### src/timer_consts.svh
// Register offsets, field positions, reset values and counts of the timer control block
`ifndef TIMER_CONSTS_SVH
`define TIMER_CONSTS_SVH

// Byte addresses on the register bus
`define TIMER_CONTROL_OFFSET   8'h00
`define COUNT_REGISTER_OFFSET  8'h04

// Field positions in timer_control
`define ENABLE_BIT             15
`define STOP_IN_IDLE_BIT       13
`define ASYNC_WRITE_BLOCK_BIT  12
`define ASYNC_WRITE_PENDING_BIT 11
`define GATE_ENABLE_BIT        7
`define PRESCALE_HI_BIT        5
`define PRESCALE_LO_BIT        4
`define EXT_SYNC_BIT           2
`define SOURCE_BIT             1

// Bits that software may write; all others except the pending flag, bit 11, read as zero
`define CONTROL_WRITE_MASK     16'hb0b6

// Reset values
`define CONTROL_RESET          16'h0000
`define COUNT_RESET            16'h0000

// Prescaler terminal counts for 1:1, 1:8, 1:64 and 1:256
`define PRESCALE_LIMIT_1       8'h00
`define PRESCALE_LIMIT_8       8'h07
`define PRESCALE_LIMIT_64      8'h3f
`define PRESCALE_LIMIT_256     8'hff

`endif

### src/timer_pkg.sv
// Types shared by the timer control block
package timer_pkg;

    // Progress of a counter write in asynchronous counting mode
    typedef enum logic [0:0] {
        WRITE_IDLE    = 1'b0,
        WRITE_PENDING = 1'b1
    } async_write_state_type;

    // Prescale field encodings
    typedef enum logic [1:0] {
        PRESCALE_DIV_1   = 2'b00,
        PRESCALE_DIV_8   = 2'b01,
        PRESCALE_DIV_64  = 2'b10,
        PRESCALE_DIV_256 = 2'b11
    } prescale_type;

endpackage

### src/sync_flop2.sv
// Two-stage synchroniser for inputs from outside the clock domain
module sync_flop2 #(
    parameter int WIDTH = 1
) (
    // Clock and reset
    input  wire logic             clock_i,
    input  wire logic             reset_n_i,
    // Asynchronous input and synchronised copy
    input  wire logic [WIDTH-1:0] async_i,
    output logic      [WIDTH-1:0] sync_o
);

    logic [WIDTH-1:0] stage_one_q;
    logic [WIDTH-1:0] stage_two_q;

    // First stage is read only by the second
    always_ff @(posedge clock_i or negedge reset_n_i) begin
        if (!reset_n_i) begin
            stage_one_q <= '0;
            stage_two_q <= '0;
        end else begin
            stage_one_q <= async_i;
            stage_two_q <= stage_one_q;
        end
    end

    assign sync_o = stage_two_q;

endmodule // sync_flop2

### src/type_a_timer_control.sv
// Timer control register, prescaler, counter and write-protection logic
// Behaviour
// - Timer counts only while enable bit set
// - Stop-in-idle set halts counting during idle
// - Write block ignores counter writes while pending
// - Write block clear accepts back-to-back counter writes
// - Pending flag reads one during asynchronous write
// - Pending flag reads zero in synchronous mode
// - Gate enable works only with internal clock
// - Prescale field divides by 1, 8, 64, 256
// - Sync bit chooses external synchronisation; else ignored (pin always synchronised; bit clear holds counter writes to next edge)
// - Source bit selects external pin or internal
// - Unimplemented control bits read zero, ignore writes
//
// The Wishbone interface to the registers and the address map are this design's own decisions.
`include "timer_consts.svh"

module type_a_timer_control (
    // Clock and reset
    input  wire logic        clock_i,
    input  wire logic        reset_n_i,
    // Wishbone slave
    input  wire logic        wb_cyc_i,
    input  wire logic        wb_stb_i,
    input  wire logic        wb_we_i,
    input  wire logic [7:0]  wb_adr_i,
    input  wire logic [3:0]  wb_sel_i,
    input  wire logic [31:0] wb_dat_i,
    output logic      [31:0] wb_dat_o,
    output logic             wb_ack_o,
    // Device power state
    input  wire logic        idle_mode_i,
    // Pins
    input  wire logic        external_count_pin_i,
    input  wire logic        gate_pin_i,
    // Status
    output logic      [15:0] count_value_o
);

    // Synchronised pins
    logic [1:0]  pins_sync;
    logic        ext_pin_sync;
    logic        gate_sync;

    // Bus state
    logic        ack_q;
    logic        ack_d;
    logic [31:0] rdata_q;
    logic [31:0] rdata_d;
    logic [15:0] control_q;
    logic [15:0] control_d;

    // Counting state
    logic [15:0] count_q;
    logic [15:0] count_d;
    logic [15:0] hold_q;
    logic [15:0] hold_d;
    logic [7:0]  prescale_q;
    logic [7:0]  prescale_d;
    logic        ext_prev_q;
    logic        ext_prev_d;
    timer_pkg::async_write_state_type write_state_q;
    timer_pkg::async_write_state_type write_state_d;

    // Decoded controls
    logic        access;
    logic        control_wr;
    logic        count_wr;
    logic [15:0] lane_mask;
    logic [15:0] count_merged;
    logic [15:0] control_read;
    logic        async_mode;
    logic        running;
    logic        ext_edge;
    logic        gated_mode;
    logic        source_tick;
    logic [7:0]  prescale_limit;
    logic        pending_flag;
    logic        prescale_wrap;
    logic        write_land;
    logic        write_take;

    // Pins cross into the clock domain before any use
    sync_flop2 #(
        .WIDTH (2)
    ) pin_sync (
        .clock_i   (clock_i),
        .reset_n_i (reset_n_i),
        .async_i   ({gate_pin_i, external_count_pin_i}),
        .sync_o    (pins_sync)
    );

    assign ext_pin_sync = pins_sync[0];
    assign gate_sync    = pins_sync[1];

    // Bus decode; one access per request, answered next edge
    assign access     = wb_cyc_i && wb_stb_i && !ack_q;
    assign control_wr = access && wb_we_i && (wb_adr_i == `TIMER_CONTROL_OFFSET);
    assign count_wr   = access && wb_we_i && (wb_adr_i == `COUNT_REGISTER_OFFSET);
    assign lane_mask  = {{8{wb_sel_i[1]}}, {8{wb_sel_i[0]}}};

    // Byte lanes merge onto the live count
    assign count_merged = (count_q & ~lane_mask) | (wb_dat_i[15:0] & lane_mask);

    // Asynchronous mode: external source without synchronisation
    assign async_mode = control_q[`SOURCE_BIT] && !control_q[`EXT_SYNC_BIT];

    // Pending flag hidden outside asynchronous mode
    assign pending_flag = (write_state_q == timer_pkg::WRITE_PENDING)
                          && async_mode;

    // Read view; stored bits are writable ones only
    always_comb begin
        control_read = control_q;
        control_read[`ASYNC_WRITE_PENDING_BIT] = pending_flag;
    end

    // Next state of bus answer; read data hold until the next read
    always_comb begin
        ack_d   = access;
        rdata_d = rdata_q;
        if (access && !wb_we_i) begin
            case (wb_adr_i)
                `TIMER_CONTROL_OFFSET:  rdata_d = {16'h0000, control_read};
                `COUNT_REGISTER_OFFSET: rdata_d = {16'h0000, count_q};
                default:                rdata_d = 32'h0000_0000;
            endcase
        end
    end

    // Bus answer registers
    always_ff @(posedge clock_i or negedge reset_n_i) begin
        if (!reset_n_i) begin
            ack_q   <= 1'b0;
            rdata_q <= 32'h0000_0000;
        end else begin
            ack_q   <= ack_d;
            rdata_q <= rdata_d;
        end
    end

    // Next control value; the write mask keeps reserved bits at zero
    always_comb begin
        control_d = control_q;
        if (control_wr) begin
            control_d = (control_q & ~lane_mask)
                        | (wb_dat_i[15:0] & lane_mask & `CONTROL_WRITE_MASK);
        end
    end

    // Control register
    always_ff @(posedge clock_i or negedge reset_n_i) begin
        if (!reset_n_i) begin
            control_q <= `CONTROL_RESET;
        end else begin
            control_q <= control_d;
        end
    end

    // Enable and idle decide whether the timer runs
    assign running = control_q[`ENABLE_BIT]
                     && !(control_q[`STOP_IN_IDLE_BIT] && idle_mode_i);

    // Rising edge of the synchronised external clock
    assign ext_edge = ext_pin_sync && !ext_prev_q;

    // Edge detector follows the synchronised pin
    always_comb begin
        ext_prev_d = ext_pin_sync;
    end

    // Edge detector resets to the idle low level, so no false edge follows reset
    always_ff @(posedge clock_i or negedge reset_n_i) begin
        if (!reset_n_i) begin
            ext_prev_q <= 1'b0;
        end else begin
            ext_prev_q <= ext_prev_d;
        end
    end

    // Gate only matters with the internal clock
    assign gated_mode = !control_q[`SOURCE_BIT] && control_q[`GATE_ENABLE_BIT];

    // Count source before the prescaler
    always_comb begin
        if (control_q[`SOURCE_BIT]) begin
            source_tick = ext_edge;
        end else if (gated_mode) begin
            source_tick = gate_sync;
        end else begin
            source_tick = 1'b1;
        end
    end

    // Terminal count of the prescaler
    always_comb begin
        case (timer_pkg::prescale_type'(control_q[`PRESCALE_HI_BIT:`PRESCALE_LO_BIT]))
            timer_pkg::PRESCALE_DIV_1:   prescale_limit = `PRESCALE_LIMIT_1;
            timer_pkg::PRESCALE_DIV_8:   prescale_limit = `PRESCALE_LIMIT_8;
            timer_pkg::PRESCALE_DIV_64:  prescale_limit = `PRESCALE_LIMIT_64;
            timer_pkg::PRESCALE_DIV_256: prescale_limit = `PRESCALE_LIMIT_256;
            default:                     prescale_limit = `PRESCALE_LIMIT_1;
        endcase
    end

    // Next prescaler value; a stopped timer clears it so a restart is clean
    always_comb begin
        prescale_d    = prescale_q;
        prescale_wrap = 1'b0;
        if (!running) begin
            prescale_d = 8'h00;
        end else if (source_tick) begin
            if (prescale_q >= prescale_limit) begin
                prescale_d    = 8'h00;
                prescale_wrap = 1'b1;
            end else begin
                prescale_d = prescale_q + 8'h01;
            end
        end
    end

    // Prescaler register
    always_ff @(posedge clock_i or negedge reset_n_i) begin
        if (!reset_n_i) begin
            prescale_q <= 8'h00;
        end else begin
            prescale_q <= prescale_d;
        end
    end

    // Held write lands on the next external edge; leaving asynchronous
    // mode flushes it at once, since no edge may follow there
    assign write_land = (write_state_q == timer_pkg::WRITE_PENDING)
                        && (ext_edge || !async_mode);

    // Asynchronous counter write taken unless a pending one blocks it
    assign write_take = count_wr && async_mode
                        && !(control_q[`ASYNC_WRITE_BLOCK_BIT]
                             && write_state_q == timer_pkg::WRITE_PENDING);

    // Next state of the write path; a new write beats a landing one
    always_comb begin
        hold_d        = hold_q;
        write_state_d = write_state_q;
        case (write_state_q)
            timer_pkg::WRITE_IDLE: begin
                write_state_d = timer_pkg::WRITE_IDLE;
            end
            timer_pkg::WRITE_PENDING: begin
                if (write_land) begin
                    write_state_d = timer_pkg::WRITE_IDLE;
                end
            end
            default: begin
                write_state_d = timer_pkg::WRITE_IDLE;
            end
        endcase
        if (write_take) begin
            hold_d        = count_merged;
            write_state_d = timer_pkg::WRITE_PENDING;
        end
    end

    // Write path registers
    always_ff @(posedge clock_i or negedge reset_n_i) begin
        if (!reset_n_i) begin
            hold_q        <= `COUNT_RESET;
            write_state_q <= timer_pkg::WRITE_IDLE;
        end else begin
            hold_q        <= hold_d;
            write_state_q <= write_state_d;
        end
    end

    // Next count; a landing write beats a tick, a direct write beats both
    always_comb begin
        count_d = count_q;
        if (prescale_wrap) begin
            count_d = count_q + 16'h0001;
        end
        if (write_land) begin
            count_d = hold_q;
        end
        if (count_wr && !async_mode) begin
            count_d = count_merged;
        end
    end

    // Counter register
    always_ff @(posedge clock_i or negedge reset_n_i) begin
        if (!reset_n_i) begin
            count_q <= `COUNT_RESET;
        end else begin
            count_q <= count_d;
        end
    end

    // Outputs straight from flip-flops
    assign wb_ack_o      = ack_q;
    assign wb_dat_o      = rdata_q;
    assign count_value_o = count_q;

endmodule // type_a_timer_control

### config.mk
export PLATFORM = sky130hd
export DESIGN_NAME = type_a_timer_control
export DESIGN_NICKNAME = d
export VERILOG_FILES = /design/src/timer_pkg.sv /design/src/sync_flop2.sv /design/src/type_a_timer_control.sv
export VERILOG_INCLUDE_DIRS = /design/src
export SDC_FILE = /design/constraint.sdc
export NUM_CORES = 1
export LEC_CHECK = 0
export BUFFER_PORTS_ARGS = -buffer_cell sky130_fd_sc_hd__buf_2
export CORE_ASPECT_RATIO = 1.25
export CORE_UTILIZATION = 56
export CTS_BUF_LIST = sky130_fd_sc_hd__clkbuf_8
export DETAILED_ROUTE_END_ITERATION = 12
export PLACE_DENSITY = 0.85
export SYNTH_ARGS = -nofsm -noshare
export SYNTH_HDL_FRONTEND = slang
export SYNTH_HIERARCHICAL = 1
export SYNTH_SLANG_ARGS = --single-unit
### constraint.sdc
create_clock -name clock_i -period 3 [get_ports clock_i]
set_clock_uncertainty 0.15 [all_clocks]
set_input_delay 0.3 -clock clock_i [delete_from_list [all_inputs] [get_ports clock_i]]
set_output_delay 0.3 -clock clock_i [all_outputs]
set_load 0.1 [all_outputs]
==> After elaboration in Yosys (flattened, before gate mapping) <==
Index checks and enable logic that the tools add are counted.
{ "word_totals": {"ff_bits": 95, "word_cells": 70} }
{ "op_classes": {"n_reduce_logical": 29, "n_eq_ne": 5, "magnitude_cmp": 1, "muxes": 16, "bitwise": 7, "add_sub_neg": 2} }
{ "op_table": {"columns": ["op", "n"], "rows": [
  ["$and 16x16->16", 3],
  ["$mux 16", 3],
  ["$or 16x16->16", 2],
  ["$pmux 16 s2", 1],
  ["$pmux 8 s4", 1],
  ["$mux 8", 3],
  ["$logic_and 1x1->1", 17],
  ["$add 16x1->16 const B", 1],
  ["$not 16->16", 1],
  ["$add 8x1->8 const B", 1],
  ["$eq 8x3->1 const B", 1],
  ["$ge 8x8->1", 1],
  ["$logic_not 1->1", 8],
  ["$logic_not 8->1", 1],
  ["$mux 1", 7],
  ["$eq 2x2->1 const B", 2],
  ["$reduce_bool 3->1", 1],
  ["$eq 2x1->1 const B", 1],
  ["$logic_not 2->1", 1],
  ["$ne 2x1->1 const B", 1],
  ["$pmux 1 s2", 1],
  ["$logic_or 1x1->1", 1],
  ["$not 1->1", 1]
]} }

==> Longest topological paths before layout <==
{ "depth": {"ltp_word": 9, "mapped_depth": 7} }

==> By module <==
Netlist, hierarchy kept.
{ "modules_own_cells": {"columns": ["module", "seq_area_each_um2", "cells_per_inst", "area_per_inst_um2", "instances"], "rows": [
  ["type_a_timer_control", 1851.8, 426, 4157.7, 1],
  ["sync_flop2", 100.1, 4, 100.1, 1]
]} }

==> Worst setup path after synthesis <==
No wires, ideal clock.
{ "synth_timing": {"path_type": "flip-flop to flip-flop", "startpoint": "register count_q[0], in the netlist count_value_o[0]", "endpoint": "register count_q[8], in the netlist count_value_o[8]", "setup_slack_ns": 0.252, "arrival_ns": 2.472, "required_ns": 2.724, "synth_period_minus_slack_ns": 2.748, "path_stages_with_launch": 7, "cell_sequence": "dfrtp_1 ha_1 nand4_1 or3_1 xor2_1 a211oi_1 o32a_1"} }
{ "synth_between": {"elab_chain_cells": 4} }
{ "synth_rtl": {"columns": ["element", "line", "text"], "rows": [
  ["start: declaration", "type_a_timer_control.sv:54", "logic [15:0] count_q;"],
  ["start signal: assignment", "type_a_timer_control.sv:292", "count_q <= `COUNT_RESET;"],
  ["start signal: assignment", "type_a_timer_control.sv:294", "count_q <= count_d;"],
  ["$add 16x1->16", "type_a_timer_control.sv:279", "count_d = count_q + 16'h0001;"],
  ["$mux 16", "type_a_timer_control.sv:278", "if (prescale_wrap) begin"],
  ["$mux 16", "type_a_timer_control.sv:281", "if (write_land) begin"],
  ["$mux 16", "type_a_timer_control.sv:284", "if (count_wr && !async_mode) begin"]
]} }
Every way passes these cells. The select of a mux whose other input is x is not followed.
A chain may end at the register's enable or synchronous reset.

==> key figures <==
Clocking
  • Clock Tree Root: clkbuf_8
  • Clock Tree Buf Depth: 2
  • CTS H-tree depth: 3
  • Clock transition at the registers of the reported paths: 0.09 ns
  • Hold-fix buffers, CTS: 3
  • Post-CTS resize count: 0
  • CTS tree: yes
  • Cts bufs inserted: 9
  • Worst skew pair latency: 0.36 ns
  • # clock sinks: 78
  • Setup Buffers After CTS: 0

STA
  • Hold Vio Cnt, Final: 0
  • Fin crit period: about 2.6 ns
  • Pins Over Slew Limit: 0
  • Sum Neg Setup Slack: 0 ns
  • Max_slew headroom: 35.3%
  • Worst Tran Pin Value: 0.970 ns
  • RSZ-0062 raised after global routing: false
  • Worst Slack Setup Final: 0.398 ns
  • # setup viols final: 0
  • Period utilization: 86.7%
  • Hold slack: 0.0476 ns
  • FMAX: 384 MHz

Final layout
  • Area grow syn2layout: 13.4%
  • Most common cell after layout, fill and taps aside: dfrtp_1
  • Share of cells above drive strength 1: 24.3%
  • ANT cells: 0
  • Commonest non-fill, non-tap cells in the layout: 78 x dfrtp_1, 65 x buf_2, 44 x nor2_1
  • Design area: about 4800 um^2
  • Nets: 552
  • Post-route insts no fill: 589

Yosys
  • Synth warnings: 6
  • Synth Instances: 430
  • Seq/Total Area, Yosys: 45.8%
  • Number of synthesized flops with an enable pin: 0
  • Post-synthesis cell type count: 60
  • Avg Cell Area, Syn: 9.90 um^2
  • Ys flop type: dfrtp_1
  • Register bit count reported by yosys: 78
  • Mapped cell area: 4260 um^2
  • Post-synth ARST share: 100%

Run status
  • Outcome: finished clean

Routing
  • Met2 wire length: approximately 5100 um
  • Antenna Nets Post-Route: 0
  • Router iterations before antenna repair: 5
  • WL per Instance: 17.6 um
  • Highest metal used: met4
  • Final WL: 10400 um
  • DR vias: 3633
  • Initial DRC count: 280
  • DR WL met3: about 760 um
  • WL met1: 4200 um
  • Vias per cell: 6.17
  • Drt drc: 0

Pwr
  • Peak supply drop: 0.356 mV
  • Leakage: roughly 2.3 nW
  • P per Cell Area: 534 nW/um^2

Critical path
  • Critical path's top delay family: compound AO/OA/AOI/OAI gates
  • Worst Path Buf+Inv: 1
  • Most common cell on crit path: o21ai_0
  • Reg2Reg Capture Point: prescale_q[2]
  • CP max FO: 6
  • Crit path cell chain: inv_1, ha_1, a21oi_1, o21ai_0, a31oi_1, o21ai_0, nor2_1
  • CP arrival: 2.68 ns
  • Setup crit end kind: flop
  • Setup CP Type: flop to flop
  • Slowest stage delay, CP: ~0.52 ns
  • Worst setup SP type: flop
  • Worst r2r path cells: 7
  • Internal reg-to-reg setup slack: around 0.4 ns
  • Worst path depth: 7
  • WP data required: 3.08 ns
  • Max stage delay cell, worst path: o21ai_0

Die
  • Ports: 101
  • Die width: roughly 80 um
  • Die H: 99.5 um
  • Total core area: 7360 um^2
  • Cell Rows: 35
  • Die Area: 7960 um^2
  • Starting Density: 57.9%

Placed design
  • Dpl cell area: 4590 um^2
  • Detailed placement HPWL: 7380 um
  • PortBufs: between 60 and 70
  • DP Cell Count: 570
  • Place WS: 0.480 ns
  • Final Wtd Congestion: about 0.93

Global route
  • Vias in the first global route: 3454
  • Initial antenna violation count: 0
  • Largest net degree at the start of global routing: 79
  • First-pass GRT wire length: 16900 um
  • Gr usage total: 28.2%
  • Overflow after GRT: 0

Run
  • Max Cap Viol: 0

Min path
  • Min-delay worst type: primary input to flop
  • Hold path depth: 2
  • Hold_sp: wb_dat_i[12]
-- power by group --
part / switching (mW) / total, mW / internal (mW)
sequential: 0.0334 / 1.13 / 1.10
combinational: 0.535 / 0.626 / 0.0914
clock: 0.422 / 0.819 / 0.397
-- logic make-up (layout without fill, tap and decap cells) --
kind of cell               count (synthesis)  count (layout)  synth area share (%)
AOI/OAI and AO/OA                        123             123                  19.9
and+or+nand+nor                          119             119                  14.0
DFF                                       78              78                  45.8
buffers and inverters                     54             106                  6.70
muxes                                     32              32                  8.05
xor gates and xnor gates                  15              15                  3.09
adders and majority gates                  8               8                  2.35
other                                      1              16                0.0881
-- per-layer routing --
layer  track usage, %  vias to the layer above
li1                 -                     1666
met1             37.4                     1733
met2             45.3                      210
met3             4.22                       24
met4             13.3                        0
met5                0                        -
-- worst reg2reg max path, cell delays in order, from the launching register on --
cell	delay, ns
dfrtp_1	0.46
inv_1	0.14
ha_1	0.33
a21oi_1	0.07
o21ai_0	0.44
a31oi_1	0.25
o21ai_0	0.52
nor2_1	0.11
-- Yosys cell counts, drive strengths merged, types with 7 or more instances --
cell type	number	area share, %
ha	8	2.4
buf	32	4.7
xnor2	10	2.1
nor4	7	1.0
nor2	44	3.9
mux2i	14	3.3
and2	9	1.3
a22oi	15	2.6
a211oi	7	1.6
nand3	12	1.4
o21ai	12	1.4
dfrtp	78	46
clkbuf	10	0.97
a21oi	43	5.2
nand2	19	1.7
mux2	18	4.8
inv	12	1.1
-- per-stage QoR --
stage / util (%) / power (mW)
floorplan: - / 1.67
global placement: 62.4 / 1.76
detailed placement: 62.4 / 1.78
CTS: 65.6 / 2.59
global route: 65.6 / 2.66
finish: 65.6 / 2.58
-- worst max path at each step --
stage                                 from  slack (ns)               end
after detailed placement              flop        0.48     prescale_q[7]
final                                 flop        0.40     prescale_q[2]
after global routing                  flop        0.25     prescale_q[2]
after CTS                             flop        0.46     prescale_q[2]
after floorplan           count_value_o[0]        0.25  count_value_o[8]
after global placement                flop        0.55     prescale_q[7]
-- area by class of cell --
class	count	area, um^2
fill	616	2530
tap	92	115
sequential	78	1950
inverter	12	45.0
clock inverter	7	80.1
multi-input combinational	313	2080
clock buffer	9	124
timing repair buffer	78	430
Note: power is estimated with default switching activity, not from simulation.
